[src/design/dam_pkg.sv]
// Purpose: Shared constants for the dual alarm event monitor
// Assumes: 16-bit registers at even byte addresses, 14-bit source data
// Notes: Constants only, no logic
package dam_pkg;

	// --------------------------------------------------------------
	// Widths and counts
	// --------------------------------------------------------------
	localparam int DAM_DATA_W = 14;
	localparam int DAM_NUM_SRC = 11;
	localparam int DAM_REG_W = 16;
	localparam int DAM_ADDR_W = 8;
	localparam int DAM_CNT_W = 8;
	localparam int DAM_DIFF_W = 15;
	localparam int DAM_DIV_STEPS = 15;

	// --------------------------------------------------------------
	// Register byte addresses
	// --------------------------------------------------------------
	localparam logic [7:0] DAM_ADDR_THR_ONE = 8'h26;
	localparam logic [7:0] DAM_ADDR_THR_TWO = 8'h28;
	localparam logic [7:0] DAM_ADDR_CNT_ONE = 8'h2a;
	localparam logic [7:0] DAM_ADDR_CNT_TWO = 8'h2c;
	localparam logic [7:0] DAM_ADDR_CTRL = 8'h2e;
	localparam logic [7:0] DAM_ADDR_STATUS = 8'h3c;

	// --------------------------------------------------------------
	// Reset values and writable masks
	// --------------------------------------------------------------
	localparam logic [15:0] DAM_RST_THR = 16'h0000;
	localparam logic [7:0] DAM_RST_CNT = 8'h00;
	localparam logic [15:0] DAM_RST_CTRL = 16'h0000;
	localparam logic [15:0] DAM_MASK_THR = 16'hbfff;
	localparam logic [15:0] DAM_MASK_CTRL = 16'hffd7;

	// --------------------------------------------------------------
	// Field positions
	// --------------------------------------------------------------
	localparam int DAM_THR_DIR_BIT = 15;
	localparam int DAM_SRC_TWO_LSB = 12;
	localparam int DAM_SRC_ONE_LSB = 8;
	localparam int DAM_SRC_W = 4;
	localparam int DAM_ROC_ONE_BIT = 6;
	localparam int DAM_FILT_BIT = 4;
	localparam int DAM_OUT_EN_BIT = 2;
	localparam int DAM_OUT_POL_BIT = 1;
	localparam int DAM_OUT_SEL_BIT = 0;
	localparam int DAM_STAT_ONE_BIT = 8;

	// --------------------------------------------------------------
	// Source codes and limits
	// --------------------------------------------------------------
	localparam logic [3:0] DAM_SRC_DISABLE = 4'h0;
	localparam logic [3:0] DAM_SRC_LAST = 4'hb;
	localparam logic [14:0] DAM_RATE_MAX = 15'h1fff;

endpackage : dam_pkg

[src/design/dam_compare.sv]
// Purpose: Threshold comparison for one alarm channel
// Assumes: Value and threshold magnitude are 14-bit two's complement
// Notes: Combinational; the caller registers the result
`timescale 1ns/100ps
`default_nettype none
module dam_compare import dam_pkg::*; #(
	parameter int DW = DAM_DATA_W
) (
	// Operands
	input wire logic signed [DW-1:0] value,
	input wire logic [DAM_REG_W-1:0] threshold,
	// Result
	output logic hit
);
	logic signed [DW-1:0] level;

	assign level = signed'(threshold[DW-1:0]);
	assign hit = threshold[DAM_THR_DIR_BIT] ? (value > level) : (value < level);
endmodule : dam_compare
`default_nettype wire

[src/design/dam_roc_avg.sv]
// Purpose: Averaged rate of change over a programmable number of deltas
// Assumes: Update ticks are far apart compared to the divider run time
// Notes: Sum of N successive deltas telescopes to last minus first sample
`timescale 1ns/100ps
`default_nettype none
module dam_roc_avg import dam_pkg::*; #(
	parameter int DW = DAM_DATA_W,
	parameter int CW = DAM_CNT_W
) (
	// Clock and reset
	input wire logic clk_sys,
	input wire logic nrst,
	// Sampling
	input wire logic tick,
	input wire logic enable,
	input wire logic signed [DW-1:0] sample,
	input wire logic [CW-1:0] num_deltas,
	// Result
	output logic signed [DW-1:0] rate,
	output logic rate_valid
);
	typedef enum logic [2:0] {
		ST_IDLE = 3'b001,
		ST_DIV = 3'b010,
		ST_DONE = 3'b100
	} dam_div_state_t;

	dam_div_state_t state;
	logic started;
	logic signed [DW-1:0] base;
	logic [CW-1:0] count;
	logic [CW-1:0] divisor;
	logic [CW-1:0] target;
	logic [DAM_DIFF_W-1:0] quo;
	logic [CW:0] rem;
	logic [CW:0] next_rem;
	logic [4:0] step;
	logic negative;
	logic signed [DAM_DIFF_W-1:0] diff;
	logic launch;

	// A zero count is taken as one delta
	assign target = (num_deltas == '0) ? CW'(1) : num_deltas;
	assign diff = DAM_DIFF_W'(sample) - DAM_DIFF_W'(base);
	assign launch = tick && enable && started && (count + CW'(1) >= target);
	assign next_rem = {rem[CW-1:0], quo[DAM_DIFF_W-1]};

	// --------------------------------------------------------------
	// Delta window
	// --------------------------------------------------------------
	always_ff @(posedge clk_sys) begin
		if (!nrst || !enable) begin
			started <= 1'b0;
			base <= '0;
			count <= '0;
		end else if (tick) begin
			started <= 1'b1;
			if (!started || launch) begin
				base <= sample;
				count <= '0;
			end else begin
				count <= count + CW'(1);
			end
		end
	end

	// --------------------------------------------------------------
	// Sequential divider
	// --------------------------------------------------------------
	// A window ending while the divider is busy is dropped
	always_ff @(posedge clk_sys) begin
		if (!nrst) begin
			state <= ST_IDLE;
			quo <= '0;
			rem <= '0;
			divisor <= '0;
			step <= '0;
			negative <= 1'b0;
			rate <= '0;
			rate_valid <= 1'b0;
		end else begin
			rate_valid <= 1'b0;
			unique case (state)
				ST_IDLE: begin
					if (launch) begin
						negative <= diff[DAM_DIFF_W-1];
						quo <= diff[DAM_DIFF_W-1] ? DAM_DIFF_W'(-diff) : diff;
						rem <= '0;
						divisor <= target;
						step <= '0;
						state <= ST_DIV;
					end
				end
				ST_DIV: begin
					if (next_rem >= {1'b0, divisor}) begin
						rem <= next_rem - {1'b0, divisor};
						quo <= {quo[DAM_DIFF_W-2:0], 1'b1};
					end else begin
						rem <= next_rem;
						quo <= {quo[DAM_DIFF_W-2:0], 1'b0};
					end
					step <= step + 5'd1;
					if (step == 5'(DAM_DIV_STEPS - 1)) begin
						state <= ST_DONE;
					end
				end
				ST_DONE: begin
					if (quo > DAM_RATE_MAX) begin
						rate <= negative ? DW'(-DAM_RATE_MAX) : DW'(DAM_RATE_MAX);
					end else begin
						rate <= negative ? DW'(-quo) : DW'(quo);
					end
					rate_valid <= 1'b1;
					state <= ST_IDLE;
				end
			endcase
		end
	end
endmodule : dam_roc_avg
`default_nettype wire

[src/design/dam_alarm_monitor.sv]
// Purpose: Two alarm channels watching selectable output data
// Assumes: Register port and update tick come from logic on clk_sys
// Notes: Status read returns only the two alarm bits of the status word
`timescale 1ns/100ps
`default_nettype none

module dam_alarm_monitor import dam_pkg::*; #(
	parameter int DW = DAM_DATA_W,
	parameter int NSRC = DAM_NUM_SRC
) (
	// Clock and reset
	input wire logic clk_sys,
	input wire logic nrst,
	// Output data update
	input wire logic update_tick,
	input wire logic [NSRC*DW-1:0] src_filtered,
	input wire logic [NSRC*DW-1:0] src_raw,
	// Register port
	input wire logic [DAM_ADDR_W-1:0] reg_addr,
	input wire logic reg_wr,
	input wire logic reg_rd,
	input wire logic [DAM_REG_W-1:0] reg_wdata,
	output logic [DAM_REG_W-1:0] reg_rdata,
	// General pins
	output logic general_pin_one_out,
	output logic general_pin_one_oe,
	output logic general_pin_two_out,
	output logic general_pin_two_oe,
	// Live alarm state
	output logic [1:0] alarm_active
);
	// --------------------------------------------------------------
	// Helpers
	// --------------------------------------------------------------
	function automatic logic src_enabled(input logic [DAM_SRC_W-1:0] code);
		return (code != DAM_SRC_DISABLE) && (code <= DAM_SRC_LAST);
	endfunction : src_enabled

	function automatic logic signed [DW-1:0] src_pick(
		input logic [NSRC*DW-1:0] bank,
		input logic [DAM_SRC_W-1:0] code
	);
		logic signed [DW-1:0] val;
		val = '0;
		for (int i = 0; i < NSRC; i++) begin
			if (code == DAM_SRC_W'(i + 1)) begin
				val = bank[i*DW +: DW];
			end
		end
		return val;
	endfunction : src_pick

	// One-hot select of the mapped register words
	typedef struct packed {
		logic status;
		logic ctrl;
		logic cnt_two;
		logic cnt_one;
		logic thr_two;
		logic thr_one;
	} dam_reg_sel_t;

	function automatic dam_reg_sel_t reg_decode(input logic [DAM_ADDR_W-1:0] addr);
		dam_reg_sel_t sel;
		sel = '0;
		sel.thr_one = (addr == DAM_ADDR_THR_ONE);
		sel.thr_two = (addr == DAM_ADDR_THR_TWO);
		sel.cnt_one = (addr == DAM_ADDR_CNT_ONE);
		sel.cnt_two = (addr == DAM_ADDR_CNT_TWO);
		sel.ctrl = (addr == DAM_ADDR_CTRL);
		sel.status = (addr == DAM_ADDR_STATUS);
		return sel;
	endfunction : reg_decode

	// --------------------------------------------------------------
	// Registers
	// --------------------------------------------------------------
	logic [DAM_REG_W-1:0] thr [2];
	logic [DAM_CNT_W-1:0] cnt [2];
	logic [DAM_REG_W-1:0] ctrl;
	logic [1:0] stat_flag;
	logic [1:0] eval_stb;
	logic [1:0] eval_hit;
	logic [1:0] flag_set;
	logic status_read;
	logic [NSRC*DW-1:0] bank;
	logic [1:0] next_alarm_active;
	dam_reg_sel_t wr_sel;
	dam_reg_sel_t rd_sel;

	// Decode once so the write and clear paths cannot disagree on a word
	assign wr_sel = reg_wr ? reg_decode(reg_addr) : dam_reg_sel_t'('0);
	assign rd_sel = reg_decode(reg_addr);
	assign status_read = reg_rd && rd_sel.status;
	assign bank = ctrl[DAM_FILT_BIT] ? src_filtered : src_raw;

	// Reserved bits are masked on the way in and read back as zero
	always_ff @(posedge clk_sys) begin
		if (!nrst) begin
			thr[0] <= DAM_RST_THR;
			thr[1] <= DAM_RST_THR;
			cnt[0] <= DAM_RST_CNT;
			cnt[1] <= DAM_RST_CNT;
			ctrl <= DAM_RST_CTRL;
		end else begin
			if (wr_sel.thr_one) begin
				thr[0] <= reg_wdata & DAM_MASK_THR;
			end
			if (wr_sel.thr_two) begin
				thr[1] <= reg_wdata & DAM_MASK_THR;
			end
			if (wr_sel.cnt_one) begin
				cnt[0] <= reg_wdata[DAM_CNT_W-1:0];
			end
			if (wr_sel.cnt_two) begin
				cnt[1] <= reg_wdata[DAM_CNT_W-1:0];
			end
			if (wr_sel.ctrl) begin
				ctrl <= reg_wdata & DAM_MASK_CTRL;
			end
		end
	end

	// Unmapped addresses read as zero
	always_ff @(posedge clk_sys) begin
		if (!nrst) begin
			reg_rdata <= '0;
		end else if (reg_rd) begin
			unique case (reg_addr)
				DAM_ADDR_THR_ONE: reg_rdata <= thr[0];
				DAM_ADDR_THR_TWO: reg_rdata <= thr[1];
				DAM_ADDR_CNT_ONE: reg_rdata <= DAM_REG_W'(cnt[0]);
				DAM_ADDR_CNT_TWO: reg_rdata <= DAM_REG_W'(cnt[1]);
				DAM_ADDR_CTRL: reg_rdata <= ctrl;
				DAM_ADDR_STATUS: reg_rdata <= DAM_REG_W'(stat_flag) << DAM_STAT_ONE_BIT;
				default: reg_rdata <= '0;
			endcase
		end
	end

	// --------------------------------------------------------------
	// Alarm channels
	// --------------------------------------------------------------
	// Each channel owns its averager; the channels share only the data bank
	for (genvar g = 0; g < 2; g++) begin : g_chan
		logic [DAM_SRC_W-1:0] code;
		logic enabled;
		logic roc_mode;
		logic signed [DW-1:0] sample;
		logic signed [DW-1:0] rate;
		logic rate_valid;
		logic hit_static;
		logic hit_rate;

		// Alarm two field sits above alarm one
		assign code = ctrl[(g == 0 ? DAM_SRC_ONE_LSB : DAM_SRC_TWO_LSB) +: DAM_SRC_W];
		assign enabled = src_enabled(code);
		assign roc_mode = ctrl[DAM_ROC_ONE_BIT + g];
		assign sample = src_pick(bank, code);

		dam_roc_avg #(
			.DW(DW),
			.CW(DAM_CNT_W)
		) u_roc (
			.clk_sys(clk_sys),
			.nrst(nrst),
			.tick(update_tick),
			.enable(enabled && roc_mode),
			.sample(sample),
			.num_deltas(cnt[g]),
			.rate(rate),
			.rate_valid(rate_valid)
		);

		dam_compare #(
			.DW(DW)
		) u_cmp_static (
			.value(sample),
			.threshold(thr[g]),
			.hit(hit_static)
		);

		dam_compare #(
			.DW(DW)
		) u_cmp_rate (
			.value(rate),
			.threshold(thr[g]),
			.hit(hit_rate)
		);

		// Rate mode evaluates when a window's average is ready
		always_comb begin
			if (!enabled) begin
				eval_stb[g] = update_tick;
				eval_hit[g] = 1'b0;
			end else if (roc_mode) begin
				eval_stb[g] = rate_valid;
				eval_hit[g] = hit_rate;
			end else begin
				eval_stb[g] = update_tick;
				eval_hit[g] = hit_static;
			end
		end
	end

	// --------------------------------------------------------------
	// Live state and status flags
	// --------------------------------------------------------------
	always_comb begin
		next_alarm_active = alarm_active;
		for (int i = 0; i < 2; i++) begin
			if (eval_stb[i]) begin
				next_alarm_active[i] = eval_hit[i];
			end
		end
	end

	always_ff @(posedge clk_sys) begin
		if (!nrst) begin
			alarm_active <= 2'b00;
		end else begin
			alarm_active <= next_alarm_active;
		end
	end

	// Static and disabled channels settle on every tick; only a rate alarm
	// between windows keeps its flag alive through its held state
	always_comb begin
		for (int i = 0; i < 2; i++) begin
			if (eval_stb[i]) begin
				flag_set[i] = eval_hit[i];
			end else begin
				flag_set[i] = update_tick && alarm_active[i];
			end
		end
	end

	// Set beats the clear of a status read in the same cycle
	always_ff @(posedge clk_sys) begin
		if (!nrst) begin
			stat_flag <= 2'b00;
		end else begin
			stat_flag <= (status_read ? 2'b00 : stat_flag) | flag_set;
		end
	end

	// --------------------------------------------------------------
	// Pin drive
	// --------------------------------------------------------------
	// Out is held low while released so the pad never sees a stale level
	function automatic logic [1:0] pin_drive(
		input logic enable,
		input logic routed,
		input logic level
	);
		logic drive;
		drive = enable && routed;
		return {drive, drive && level};
	endfunction : pin_drive

	logic any_active;
	logic pin_level;
	logic out_en;
	logic out_sel;
	logic [1:0] next_pin_one;
	logic [1:0] next_pin_two;

	assign any_active = |alarm_active;
	assign pin_level = ctrl[DAM_OUT_POL_BIT] ? any_active : ~any_active;
	assign out_en = ctrl[DAM_OUT_EN_BIT];
	assign out_sel = ctrl[DAM_OUT_SEL_BIT];
	assign next_pin_one = pin_drive(out_en, !out_sel, pin_level);
	assign next_pin_two = pin_drive(out_en, out_sel, pin_level);

	always_ff @(posedge clk_sys) begin
		if (!nrst) begin
			general_pin_one_out <= 1'b0;
			general_pin_one_oe <= 1'b0;
			general_pin_two_out <= 1'b0;
			general_pin_two_oe <= 1'b0;
		end else begin
			general_pin_one_oe <= next_pin_one[1];
			general_pin_two_oe <= next_pin_two[1];
			general_pin_one_out <= next_pin_one[0];
			general_pin_two_out <= next_pin_two[0];
		end
	end
endmodule : dam_alarm_monitor
`default_nettype wire

[config.mk]
export PLATFORM = sky130hd
export DESIGN_NAME = dam_alarm_monitor
export DESIGN_NICKNAME = d
export VERILOG_FILES = /design/src/design/dam_pkg.sv /design/src/design/dam_compare.sv /design/src/design/dam_roc_avg.sv /design/src/design/dam_alarm_monitor.sv
export SDC_FILE = /design/constraint.sdc
export NUM_CORES = 1
export LEC_CHECK = 0
export BUFFER_PORTS_ARGS = -buffer_cell sky130_fd_sc_hd__buf_2
export CAP_MARGIN = 15
export CORE_MARGIN = 5
export CORE_UTILIZATION = 57
export DETAILED_ROUTE_END_ITERATION = 12
export GPL_TIMING_DRIVEN = 0
export PLACE_DENSITY = 0.92
export SLEW_MARGIN = 20
export SYNTH_ARGS = -nofsm -noshare
export SYNTH_HDL_FRONTEND = slang
export SYNTH_SLANG_ARGS = --single-unit
[constraint.sdc]
create_clock -name clk_sys -period 6.5 [get_ports clk_sys]
set_input_delay 1.3 -clock clk_sys [delete_from_list [all_inputs] [get_ports clk_sys]]
set_output_delay 1.3 -clock clk_sys [all_outputs]
set_load 0.02 [all_outputs]
# Word-level counts from Yosys, hierarchy flattened
# Memories as Yosys holds them, arrays and structs flattened.
# Cells that the tools add are included.
classes:
  n_addsub: 12
  order_cmp: 16
  n_eq_ne: 40
  mux: 94
  n_bitwise: 6
  n_reduce_logical: 42
op_table:
  columns: ["operator", "n"]
  rows:
  - ["$mux W14", 28]
  - ["$mux W154", 1]
  - ["$pmux W16 S6", 1]
  - ["$mux W15", 6]
  - ["$mux W8", 10]
  - ["$pmux W15 S2", 2]
  - ["$gt A14 B14 Y1", 4]
  - ["$lt A14 B14 Y1", 4]
  - ["$eq A8 B6 Y1 const B", 6]
  - ["$eq A4 B3 Y1 const B", 8]
  - ["$eq A4 B4 Y1 const B", 8]
  - ["$mux W1", 32]
  - ["$pmux W8 S2", 2]
  - ["$gt A15 B13 Y1 const B", 2]
  - ["$neg A15 Y15", 2]
  - ["$sub A14 B14 Y15", 2]
  - ["$neg A14 Y14", 2]
  - ["$pmux W5 S2", 2]
  - ["$ge A9 B8 Y1", 2]
  - ["$pmux W3 S3", 2]
  - ["$logic_and A1 B1 Y1", 17]
  - ["$add A8 B1 Y8 const B", 2]
  - ["$eq A4 B2 Y1 const B", 4]
  - ["$ge A8 B8 Y1", 2]
  - ["22 further kinds", 59]
totals:
  reg_bits: 194
  ramBits: 46
  word_cells: 243
  mem_count: 2
mem_list:
  columns: ["name", "depth", "word_bits", "rd", "rd_clocked_by_memory_dff", "write_ports", "line_no", "rtl"]
  rows:
  - ["thr", 2, 15, 2, 0, 2, "dam_alarm_monitor.sv:78", "logic [DAM_REG_W-1:0] thr [2];"]
  - ["cnt", 2, 8, 2, 0, 2, "dam_alarm_monitor.sv:79", "logic [DAM_CNT_W-1:0] cnt [2];"]

# Depth between registers and ports, before layout
# Gate-level depths: netlist of run 1.
logic_depth:
  depth_word: 18
  ltp_mapped: 22

# Hierarchy
# Synthesis of run 1 repeated with hierarchy kept, for this count alone.
unflattened:
  cells_unflattened: 2470
  hier_area_um2: 20110.5
modules_own_cells:
  columns: ["module", "n_inst", "cells_per_inst", "area_each_um2", "seq_area_each_um2"]
  rows:
  - ["dam_alarm_monitor", 1, 929, 8212.9, 2142.1]
  - ["dam_roc_avg at g_chan[1].u_roc", 1, 665, 5226.3, 1561.5]
  - ["dam_roc_avg at g_chan[0].u_roc", 1, 676, 5185.0, 1561.5]
  - ["dam_compare", 4, 50, 371.6, 0.0]

# Worst setup path after synthesis of run 1
# Ideal clock, no wire load.
synth_path:
  kind: "input -> register"
  from: "input port src_filtered[31]"
  to: "register g_chan[0].u_roc.quo[14]"
  setup_time_ns: 0.074
  arrival_ns: 5.030
  required_time_ns: 6.426
  slack_ns: 1.396
  path_stages: 16
  path_cell_list: "mux2i_1 o22ai_1 or4_1 nor2_1 a21oi_1 a211o_1 ha_1 o21ai_1 a21oi_2 o311ai_4 a21oi_2 xor2_1 or3_4 or4_4 or4_1 a31oi_1"
synth_via:
  elab_chain_len: 15
synth_lines:
  columns: ["item", "line_no", "rtl"]
  rows:
  - ["start: declaration", "dam_alarm_monitor.sv:16", "input wire logic [NSRC*DW-1:0] src_filtered,"]
  - ["$mux W154 *", "dam_alarm_monitor.sv:95", "assign bank = ctrl[DAM_FILT_BIT] ? src_filtered : src_raw;"]
  - ["$mux W14 * (9 in a row)", "dam_alarm_monitor.sv:46", "if (code == DAM_SRC_W'(i + 1)) begin"]
  - ["via g_chan[0].sample[3]", "dam_alarm_monitor.sv:149", "logic signed [DW-1:0] sample;"]
  - ["$sub A14 B14 Y15 *", "dam_roc_avg.sv:44", "assign diff = DAM_DIFF_W'(sample) - DAM_DIFF_W'(base);"]
  - ["$neg A15 Y15", "dam_roc_avg.sv:87", "quo <= diff[DAM_DIFF_W-1] ? DAM_DIFF_W'(-diff) : diff;"]
  - ["$mux W15 *", "dam_roc_avg.sv:87", null]
  - ["$mux W15 *", "dam_roc_avg.sv:85", "if (launch) begin"]
  - ["$pmux W15 S2 *", "dam_roc_avg.sv:83", "unique case (state)"]
  - ["end signal: assignment", "dam_roc_avg.sv:87", null]
  - ["end signal: assignment", "dam_roc_avg.sv:97", "quo <= {quo[DAM_DIFF_W-2:0], 1'b1};"]
  - ["end signal: assignment", "dam_roc_avg.sv:100", "quo <= {quo[DAM_DIFF_W-2:0], 1'b0};"]
  - ["end: declaration", "dam_roc_avg.sv:34", "logic [DAM_DIFF_W-1:0] quo;"]
# The timed path passes the listed nets; every way through them passes the cells marked *. The select of a mux whose other input is x is not followed.
# A chain may end at the register's enable or synchronous reset.

# Final worst setup path of run 1
layout_path:
  from: "register ctrl[4]"
  to: "register g_chan[0].u_roc.quo[14]"
layout_via:
  elab_chain_len: 17
layout_lines:
  columns: ["item", "line_no", "rtl"]
  rows:
  - ["start: declaration", "dam_alarm_monitor.sv:80", "logic [DAM_REG_W-1:0] ctrl;"]
  - ["start signal: assignment", "dam_alarm_monitor.sv:119", "ctrl <= reg_wdata & DAM_MASK_CTRL;"]
  - ["$mux W154 *", "dam_alarm_monitor.sv:95", null]
  - ["$mux W14 (10 in a row)", "dam_alarm_monitor.sv:46", null]
  - ["$mux W14 *", "dam_alarm_monitor.sv:46", null]
  - ["via g_chan[0].sample[1]", "dam_alarm_monitor.sv:149", null]
  - ["$sub A14 B14 Y15 *", "dam_roc_avg.sv:44", null]
  - ["$neg A15 Y15", "dam_roc_avg.sv:87", null]
  - ["$mux W15 *", "dam_roc_avg.sv:87", null]
  - ["$mux W15 *", "dam_roc_avg.sv:85", null]
  - ["$pmux W15 S2 *", "dam_roc_avg.sv:83", null]
# Marked as above.

==> results of run 1 <==
-- stage by stage --
stage          cell area (µm²)  worst slack (ns)  hold WS (ns)  instances  total power [mW]
3_5_place_dp             21100             0.312         0.447       3160              1.94
4_1_cts                  21900             0.278         0.456       3206              3.43
2_1_floorplan            18700              1.40         0.434       2361              1.73
5_1_grt                  22000           0.00272         0.474       3217              3.54
3_3_place_gp             21100             0.394         0.444       3160              1.93
6_report                 22000             0.207         0.457       3217              3.46
-- cell families after synthesis --
| kind of cell | count (synthesis) |
|---|---|
| buffers and inverters | 263 |
| and+or+nand+nor | 781 |
| AOI/OAI and AO/OA | 693 |
| muxes | 189 |
| adders and majority gates | 132 |
| xor gates and xnor gates | 63 |
| DFF | 240 |
-- final cells by class --
cell class | instances | area share
antenna | 11 | 0.00125
tap | 442 | 0.0252
inverter | 129 | 0.0220
multi-input combinational | 1858 | 0.566
timing repair buffer | 357 | 0.0813
buffer | 134 | 0.0253
clock buffer | 26 | 0.0286
sequential | 240 | 0.240
clock inverter | 20 | 0.0106
-- synth_stat cells, drive strengths merged, types with 35 or more instances --
cell type  number
inv           128
clkbuf        106
nand2         214
edfxtp         46
nor2          225
xnor2          36
and2           35
nand3          55
o21ai         102
a21o           38
nor3           50
o22ai          94
dfxtp         194
a22oi          55
mux2i         167
a21oi         209
ha            128
-- metal layers --
layer  wire length, µm  vias to the layer above  global-route usage
li1                  -                     9510                   -
met1             31600                    10200               0.561
met2             34300                     1520               0.637
met3              9600                      288              0.0787
met4              3890                        2               0.174
met5                20                        -                   0
-- worst paths after layout --
path,slack (ns),start,endpoint,depth (start not counted)
setup / recovery,0.21,ctrl[4],g_chan[0].u_roc.quo[14],20
hold / removal,0.46,g_chan[1].u_roc.divisor[6],g_chan[1].u_roc.divisor[6],2
setup reg to reg,0.21,ctrl[4],g_chan[0].u_roc.quo[14],20
hold reg to reg,0.46,g_chan[1].u_roc.divisor[6],g_chan[1].u_roc.divisor[6],2
-- sequential cells by signal (all words and copies together), names as in the netlist, 6 cells and up --
name / cells
g_chan.u_roc.quo: 30
ctrl: 14
g_chan.u_roc.state: 6
thr: 30
g_chan.u_roc.rem: 16
cnt: 16
reg_rdata: 16
g_chan.u_roc.step: 10
g_chan.u_roc.base: 28
g_chan.u_roc.divisor: 16
g_chan.u_roc.count: 16
g_chan.u_roc.rate: 28
-- critical path: cells and delay by family, from the launching register on --
| kind | cells | cell delay, ns |
|---|---|---|
| flops | 1 | 0.31 |
| mux | 1 | 0.18 |
| simple gates | 5 | 1.67 |
| compound gates | 6 | 1.40 |
| buf+inv | 6 | 2.03 |
| xor+xnor | 1 | 0.15 |
| fa+ha+maj | 1 | 0.44 |
-- where the power goes --
part	switching [mW]	internal, mW	leakage (nW)	total (mW)
combinational	0.227	0.145	6.43	0.372
sequential	0.0227	1.53	2.00	1.56
clock	0.658	0.875	0.410	1.53
==> reports/qor.tcl, run 1 <==
set qor(detail_route.drc_violations) 0
set qor(grt_max_degree) 16
set qor(final_min_period_over_clock_period) 0.968
set qor(dp_hpwl_mm) 63.4
set qor(area_growth_syn_to_layout_pct) 17.4
set qor(via_count) 21500
set qor(synth_mux_area_frac) 0.104
set qor(clock_skew_ns) 0.0201
set qor(max-clock-path-buffers) 3
set qor(fin_nets) 3214
set qor(achievable-frequency_mhz) 159
set qor(fill_cells) 2757
set qor(timing.max_slew.rel_slack) 0.215
set qor(clock-sinks) 240
set qor(synth_simple_gate_area_frac) 0.201
set qor(grt_first_pass_wirelength_mm) 117
set qor(startpoint_type) {register}
set qor(synth-async-reset-ratio) 0
set qor(cp_data_arrival_time_ns) 6.75
set qor(syn-cell-area_um2) 18700
set qor(path_class) {register to register}
set qor(netlist.area_leader.share) 0.208
set qor(final_period_minus_worst_setup_slack_ns) 6.29
set qor(die-width_um) 191
set qor(most-common-layout-cells) {371 x sky130_fd_sc_hd__buf_2, 225 x sky130_fd_sc_hd__nor2_1, 214 x sky130_fd_sc_hd__nand2_1}
set qor(seq_area_frac_synth) 0.281
set qor(synth.ff_latch_count) 240
set qor(leak_pwr_nw) 8.84
set qor(crit_chain) {clkbuf_1, buf_2, buf_2, buf_2, buf_2, mux2i_1, o22ai_1, nor3_1, a21oi_1, inv_1, fa_1, nand2b_1, a21oi_2, o21ai_0, a21oi_1, xor2_1, or3_4, or4_4, or4_1, a31oi_1}
set qor(cts_hold_buf) 0
set qor(clock_tree.root_cell) {sky130_fd_sc_hd__clkbuf_16}
set qor(unrepaired_setup_endpoints_after_global_routing) {no}
set qor(critical_path.max_stage_delay_ns) 0.55
set qor(synth.net_count) 2830
set qor(postSynthAreaPerCell_um2) 7.93
set qor(totalWireLength_mm) 79.5
set qor(yosysWarnings) 0
set qor(cts_resizes) 0
set qor(worstPathMaxFanout) 10
set qor(io_pins) 359
set qor(post_drt_wl_per_cell_um) 24.7
set qor(finalCoreUtilization) 0.677
set qor(syn-instance-count) 2361
set qor(antenna_found_initial) 12
set qor(die_area_um2) 36600
set qor(timing.hold.worst.class) {register to register}
set qor(detail_route.first_pass.iterations) 6
set qor(postCtsSetupBuffers) 0
set qor(yosys.area_share.xor_xnor) 0.0295
set qor(layout_commonest_cell) {sky130_fd_sc_hd__buf_2}
set qor(synth_compound_area_frac) 0.239
set qor(yosys-top-cells-area) {sky130_fd_sc_hd__dfxtp_1 21%, sky130_fd_sc_hd__mux2i_1 8.9%, sky130_fd_sc_hd__ha_1 8.6%}
set qor(post_synth_adder_cell_area) 0.0898
set qor(transition_at_the_pin_with_the_smallest_max_transition_slack_ns) 1.17
set qor(drt_iter0_markers) 2926
set qor(tritoncts.num_buffers) 25
set qor(floorplan.initialDensity) 0.577
set qor(yosys_most_used_dff) {sky130_fd_sc_hd__dfxtp_1}
set qor(first_global_vias) 20500
set qor(crit_top_cell) {sky130_fd_sc_hd__buf_2}
set qor(grt_util_all_layers) 0.411
set qor(irDropWorstVdd_mv) 0.205
set qor(vias_per_cell) 6.68
set qor(cp_slowest_cell) {sky130_fd_sc_hd__or4_4}
set qor(power_per_cell_area_nw_per_um2) 158
set qor(clock_tree_from_tritoncts) {built}
set qor(synth.largest_area_cell) {sky130_fd_sc_hd__dfxtp_1}
set qor(grt_remaining_overflow) 0
set qor(area_used_by_multi_input_combinational_logic_um2) 12400
set qor(seqCellArea_um2) 5270
set qor(synth_cell_type_count) 90
set qor(share_of_post_route_cells_with_drive_strength_above_1) 0.171
set qor(critical_path_rt_ns) 6.96
set qor(max_cap_viol_count) 0
set qor(ant_nets) 0
set qor(core_area_um2) 32500
set qor(die_height_um) 191
set qor(cp-end-kind) {register}
set qor(clkLatencyLatePin_ns) 0.54
set qor(fp-row-count) 66
set qor(total_of_buffers_placed_on_input_and_output_ports) 357
set qor(synth_edf_count) 46
set qor(run_status) {complete, no violations}
set qor(largest_family_of_logic_cells_by_synthesized_area) {compound AO/OA/AOI/OAI gates}
set qor(hold_viol) 0
set qor(fin_tns_setup_ns) 0
set qor(clkTransAtPathRegs_ns) 0.07
set qor(htree_num_levels) 1
set qor(final-setup-viol-count) 0
set qor(finalWeightedCongestion) 1.10
set qor(number_of_pins_exceeding_their_max_slew_limit_in_the_final_report) 0
Power figures use the tool's default switching activity.
==> run 2, diff against run 1 <==
Settings changed: CORE_UTILIZATION 57 to 52, PLACE_DENSITY 0.92 to 0.89.
Clock period 6.5 ns to 5.77 ns, I/O delays scaled along.
==> reports/qor.tcl, run 2 (synthesized netlist as in run 1, its figures left out) <==
set qor(clock_tree_from_tritoncts) {built}
set qor(run_status) {complete, no violations}
set qor(core_area_um2) 35600
set qor(cp_data_arrival_time_ns) 6.11
set qor(final_period_minus_worst_setup_slack_ns) 5.65
set qor(first_global_vias) 20100
set qor(area_used_by_multi_input_combinational_logic_um2) 12500
set qor(fin_nets) 3216
set qor(placed_cell_area_um2) 21100
set qor(finalHoldWorstSlack_ns) 0.464
set qor(area_growth_syn_to_layout_pct) 17.9
set qor(max_cap_viol_count) 0
set qor(share_of_post_route_cells_with_drive_strength_above_1) 0.181
set qor(irDropWorstVdd_mv) 0.226
set qor(startpoint_type) {register}
set qor(reg.largest.list) {g_chan.u_roc.quo: 30 flops, thr: 30 flops}
set qor(antenna_found_initial) 8
set qor(final-setup-viol-count) 0
set qor(grt_first_pass_wirelength_mm) 115
set qor(clock_tree.root_cell) {sky130_fd_sc_hd__clkbuf_16}
set qor(number_of_pins_exceeding_their_max_slew_limit_in_the_final_report) 0
set qor(layout.cell_area.non_filler_um2) 22100
set qor(finalWeightedCongestion) 1.09
set qor(reg2reg_slack_ns) 0.12
set qor(achievable-frequency_mhz) 177
set qor(dp_hpwl_mm) 63.3
set qor(detail_route.first_pass.iterations) 12
set qor(most-common-layout-cells) {365 x sky130_fd_sc_hd__buf_2, 224 x sky130_fd_sc_hd__nor2_1, 214 x sky130_fd_sc_hd__nand2_1}
set qor(totalWireLength_mm) 78.9
set qor(post_drt_wl_per_cell_um) 24.4
set qor(fill_cells) 3158
set qor(hold_viol) 0
set qor(timing.hold.worst.class) {register to register}
set qor(layout_commonest_cell) {sky130_fd_sc_hd__buf_2}
set qor(critical_path_rt_ns) 6.23
set qor(worstPathMaxFanout) 10
set qor(clkLatencyLatePin_ns) 0.53
set qor(grt_util_all_layers) 0.374
set qor(timing.max_slew.rel_slack) 0.252
set qor(final_min_period_over_clock_period) 0.979
set qor(unrepaired_setup_endpoints_after_global_routing) {no}
set qor(tritoncts.num_buffers) 25
set qor(grt_max_degree) 16
set qor(ant_nets) 0
set qor(die-width_um) 200
set qor(total_of_buffers_placed_on_input_and_output_ports) 357
set qor(floorplan.initialDensity) 0.526
set qor(die_area_um2) 39900
set qor(clkTransAtPathRegs_ns) 0.06
set qor(grt_remaining_overflow) 0
set qor(clock_skew_ns) 0.00903
set qor(path_class) {register to register}
set qor(fp-row-count) 69
set qor(leak_pwr_nw) 8.90
set qor(power_per_cell_area_nw_per_um2) 170
set qor(transition_at_the_pin_with_the_smallest_max_transition_slack_ns) 1.11
set qor(detail_route.drc_violations) 0
set qor(die_height_um) 200
set qor(drt_iter0_markers) 2536
set qor(vias_per_cell) 6.55
set qor(max-clock-path-buffers) 3
set qor(io_pins) 359
set qor(fin_tns_setup_ns) 0
set qor(via_count) 21200
set qor(seqCellArea_um2) 5270
set qor(cp-end-kind) {register}
set qor(clock-sinks) 240
set qor(htree_num_levels) 1
-- run 2: metal layers --
layer / up-vias / global-route usage / wire length (µm)
met5: - / 0 / 0
met4: 0 / 0.150 / 3870
met3: 251 / 0.0833 / 8860
met2: 1411 / 0.582 / 34200
met1: 10000 / 0.506 / 31900
li1: 9516 / - / -
-- run 2: final cells by class --
class,count,share of cell area
multi-input cells,1858,0.567
flip-flops and latches,240,0.239
repair buffers,361,0.0823
clock buffers,37,0.0322
plain buffers,132,0.0275
well taps,461,0.0261
inverters,129,0.0219
clock inverters,7,0.00266
diodes,11,0.00125
-- run 2: worst max-delay path: stages (launching register included) --
cell and delay (ns):
sky130_fd_sc_hd__dfxtp_1 0.54, sky130_fd_sc_hd__nor2b_4 0.11, sky130_fd_sc_hd__nand2_1 0.17, sky130_fd_sc_hd__clkbuf_1 0.63
sky130_fd_sc_hd__o22ai_1 0.20, sky130_fd_sc_hd__or4_1 0.51, sky130_fd_sc_hd__nor2_1 0.16, sky130_fd_sc_hd__a21oi_1 0.06
sky130_fd_sc_hd__a211o_1 0.38, sky130_fd_sc_hd__ha_1 0.41, sky130_fd_sc_hd__o21ai_1 0.21, sky130_fd_sc_hd__a21oi_2 0.07
sky130_fd_sc_hd__o311ai_4 0.27, sky130_fd_sc_hd__a21oi_2 0.09, sky130_fd_sc_hd__xor2_1 0.18, sky130_fd_sc_hd__or3_4 0.41
sky130_fd_sc_hd__or4_4 0.55, sky130_fd_sc_hd__or4_1 0.44, sky130_fd_sc_hd__a31oi_1 0.17
-- run 2: worst paths after layout --
kind	from	endpoint	cells after the start
max	ctrl[11]	g_chan[0].u_roc.quo[14]	18
min	g_chan[1].u_roc.divisor[5]	g_chan[1].u_roc.divisor[5]	2
min reg2reg	g_chan[1].u_roc.divisor[5]	g_chan[1].u_roc.divisor[5]	2
max reg2reg	ctrl[11]	g_chan[0].u_roc.quo[14]	18
-- run 2: timing repair --
item	4_1_cts	5_1_grt
buffers inserted	2	2
setup endpoints to repair	4	13
endpoints found under the hold margin	0	0
hold buffers	0	0
pin swaps	1	2
gates resized for setup	19	46
-- run 2: stage by stage --
stage	utilization	power (mW)	std cells	setup WS, ns
floorplan	-	1.95	2361	0.812
global placement	0.593	2.18	3179	-0.268
detailed placement	0.593	2.18	3179	-0.327
CTS	0.617	3.73	3225	0.00413
global route	0.620	3.84	3232	0.00988
finish	0.620	3.74	3236	0.121
-- run 2: power by group --
part	switching, mW	internal [mW]	total (mW)
sequential	0.0258	1.73	1.75
clock	0.682	0.892	1.57
combinational	0.254	0.164	0.417
total	0.961	2.78	3.74
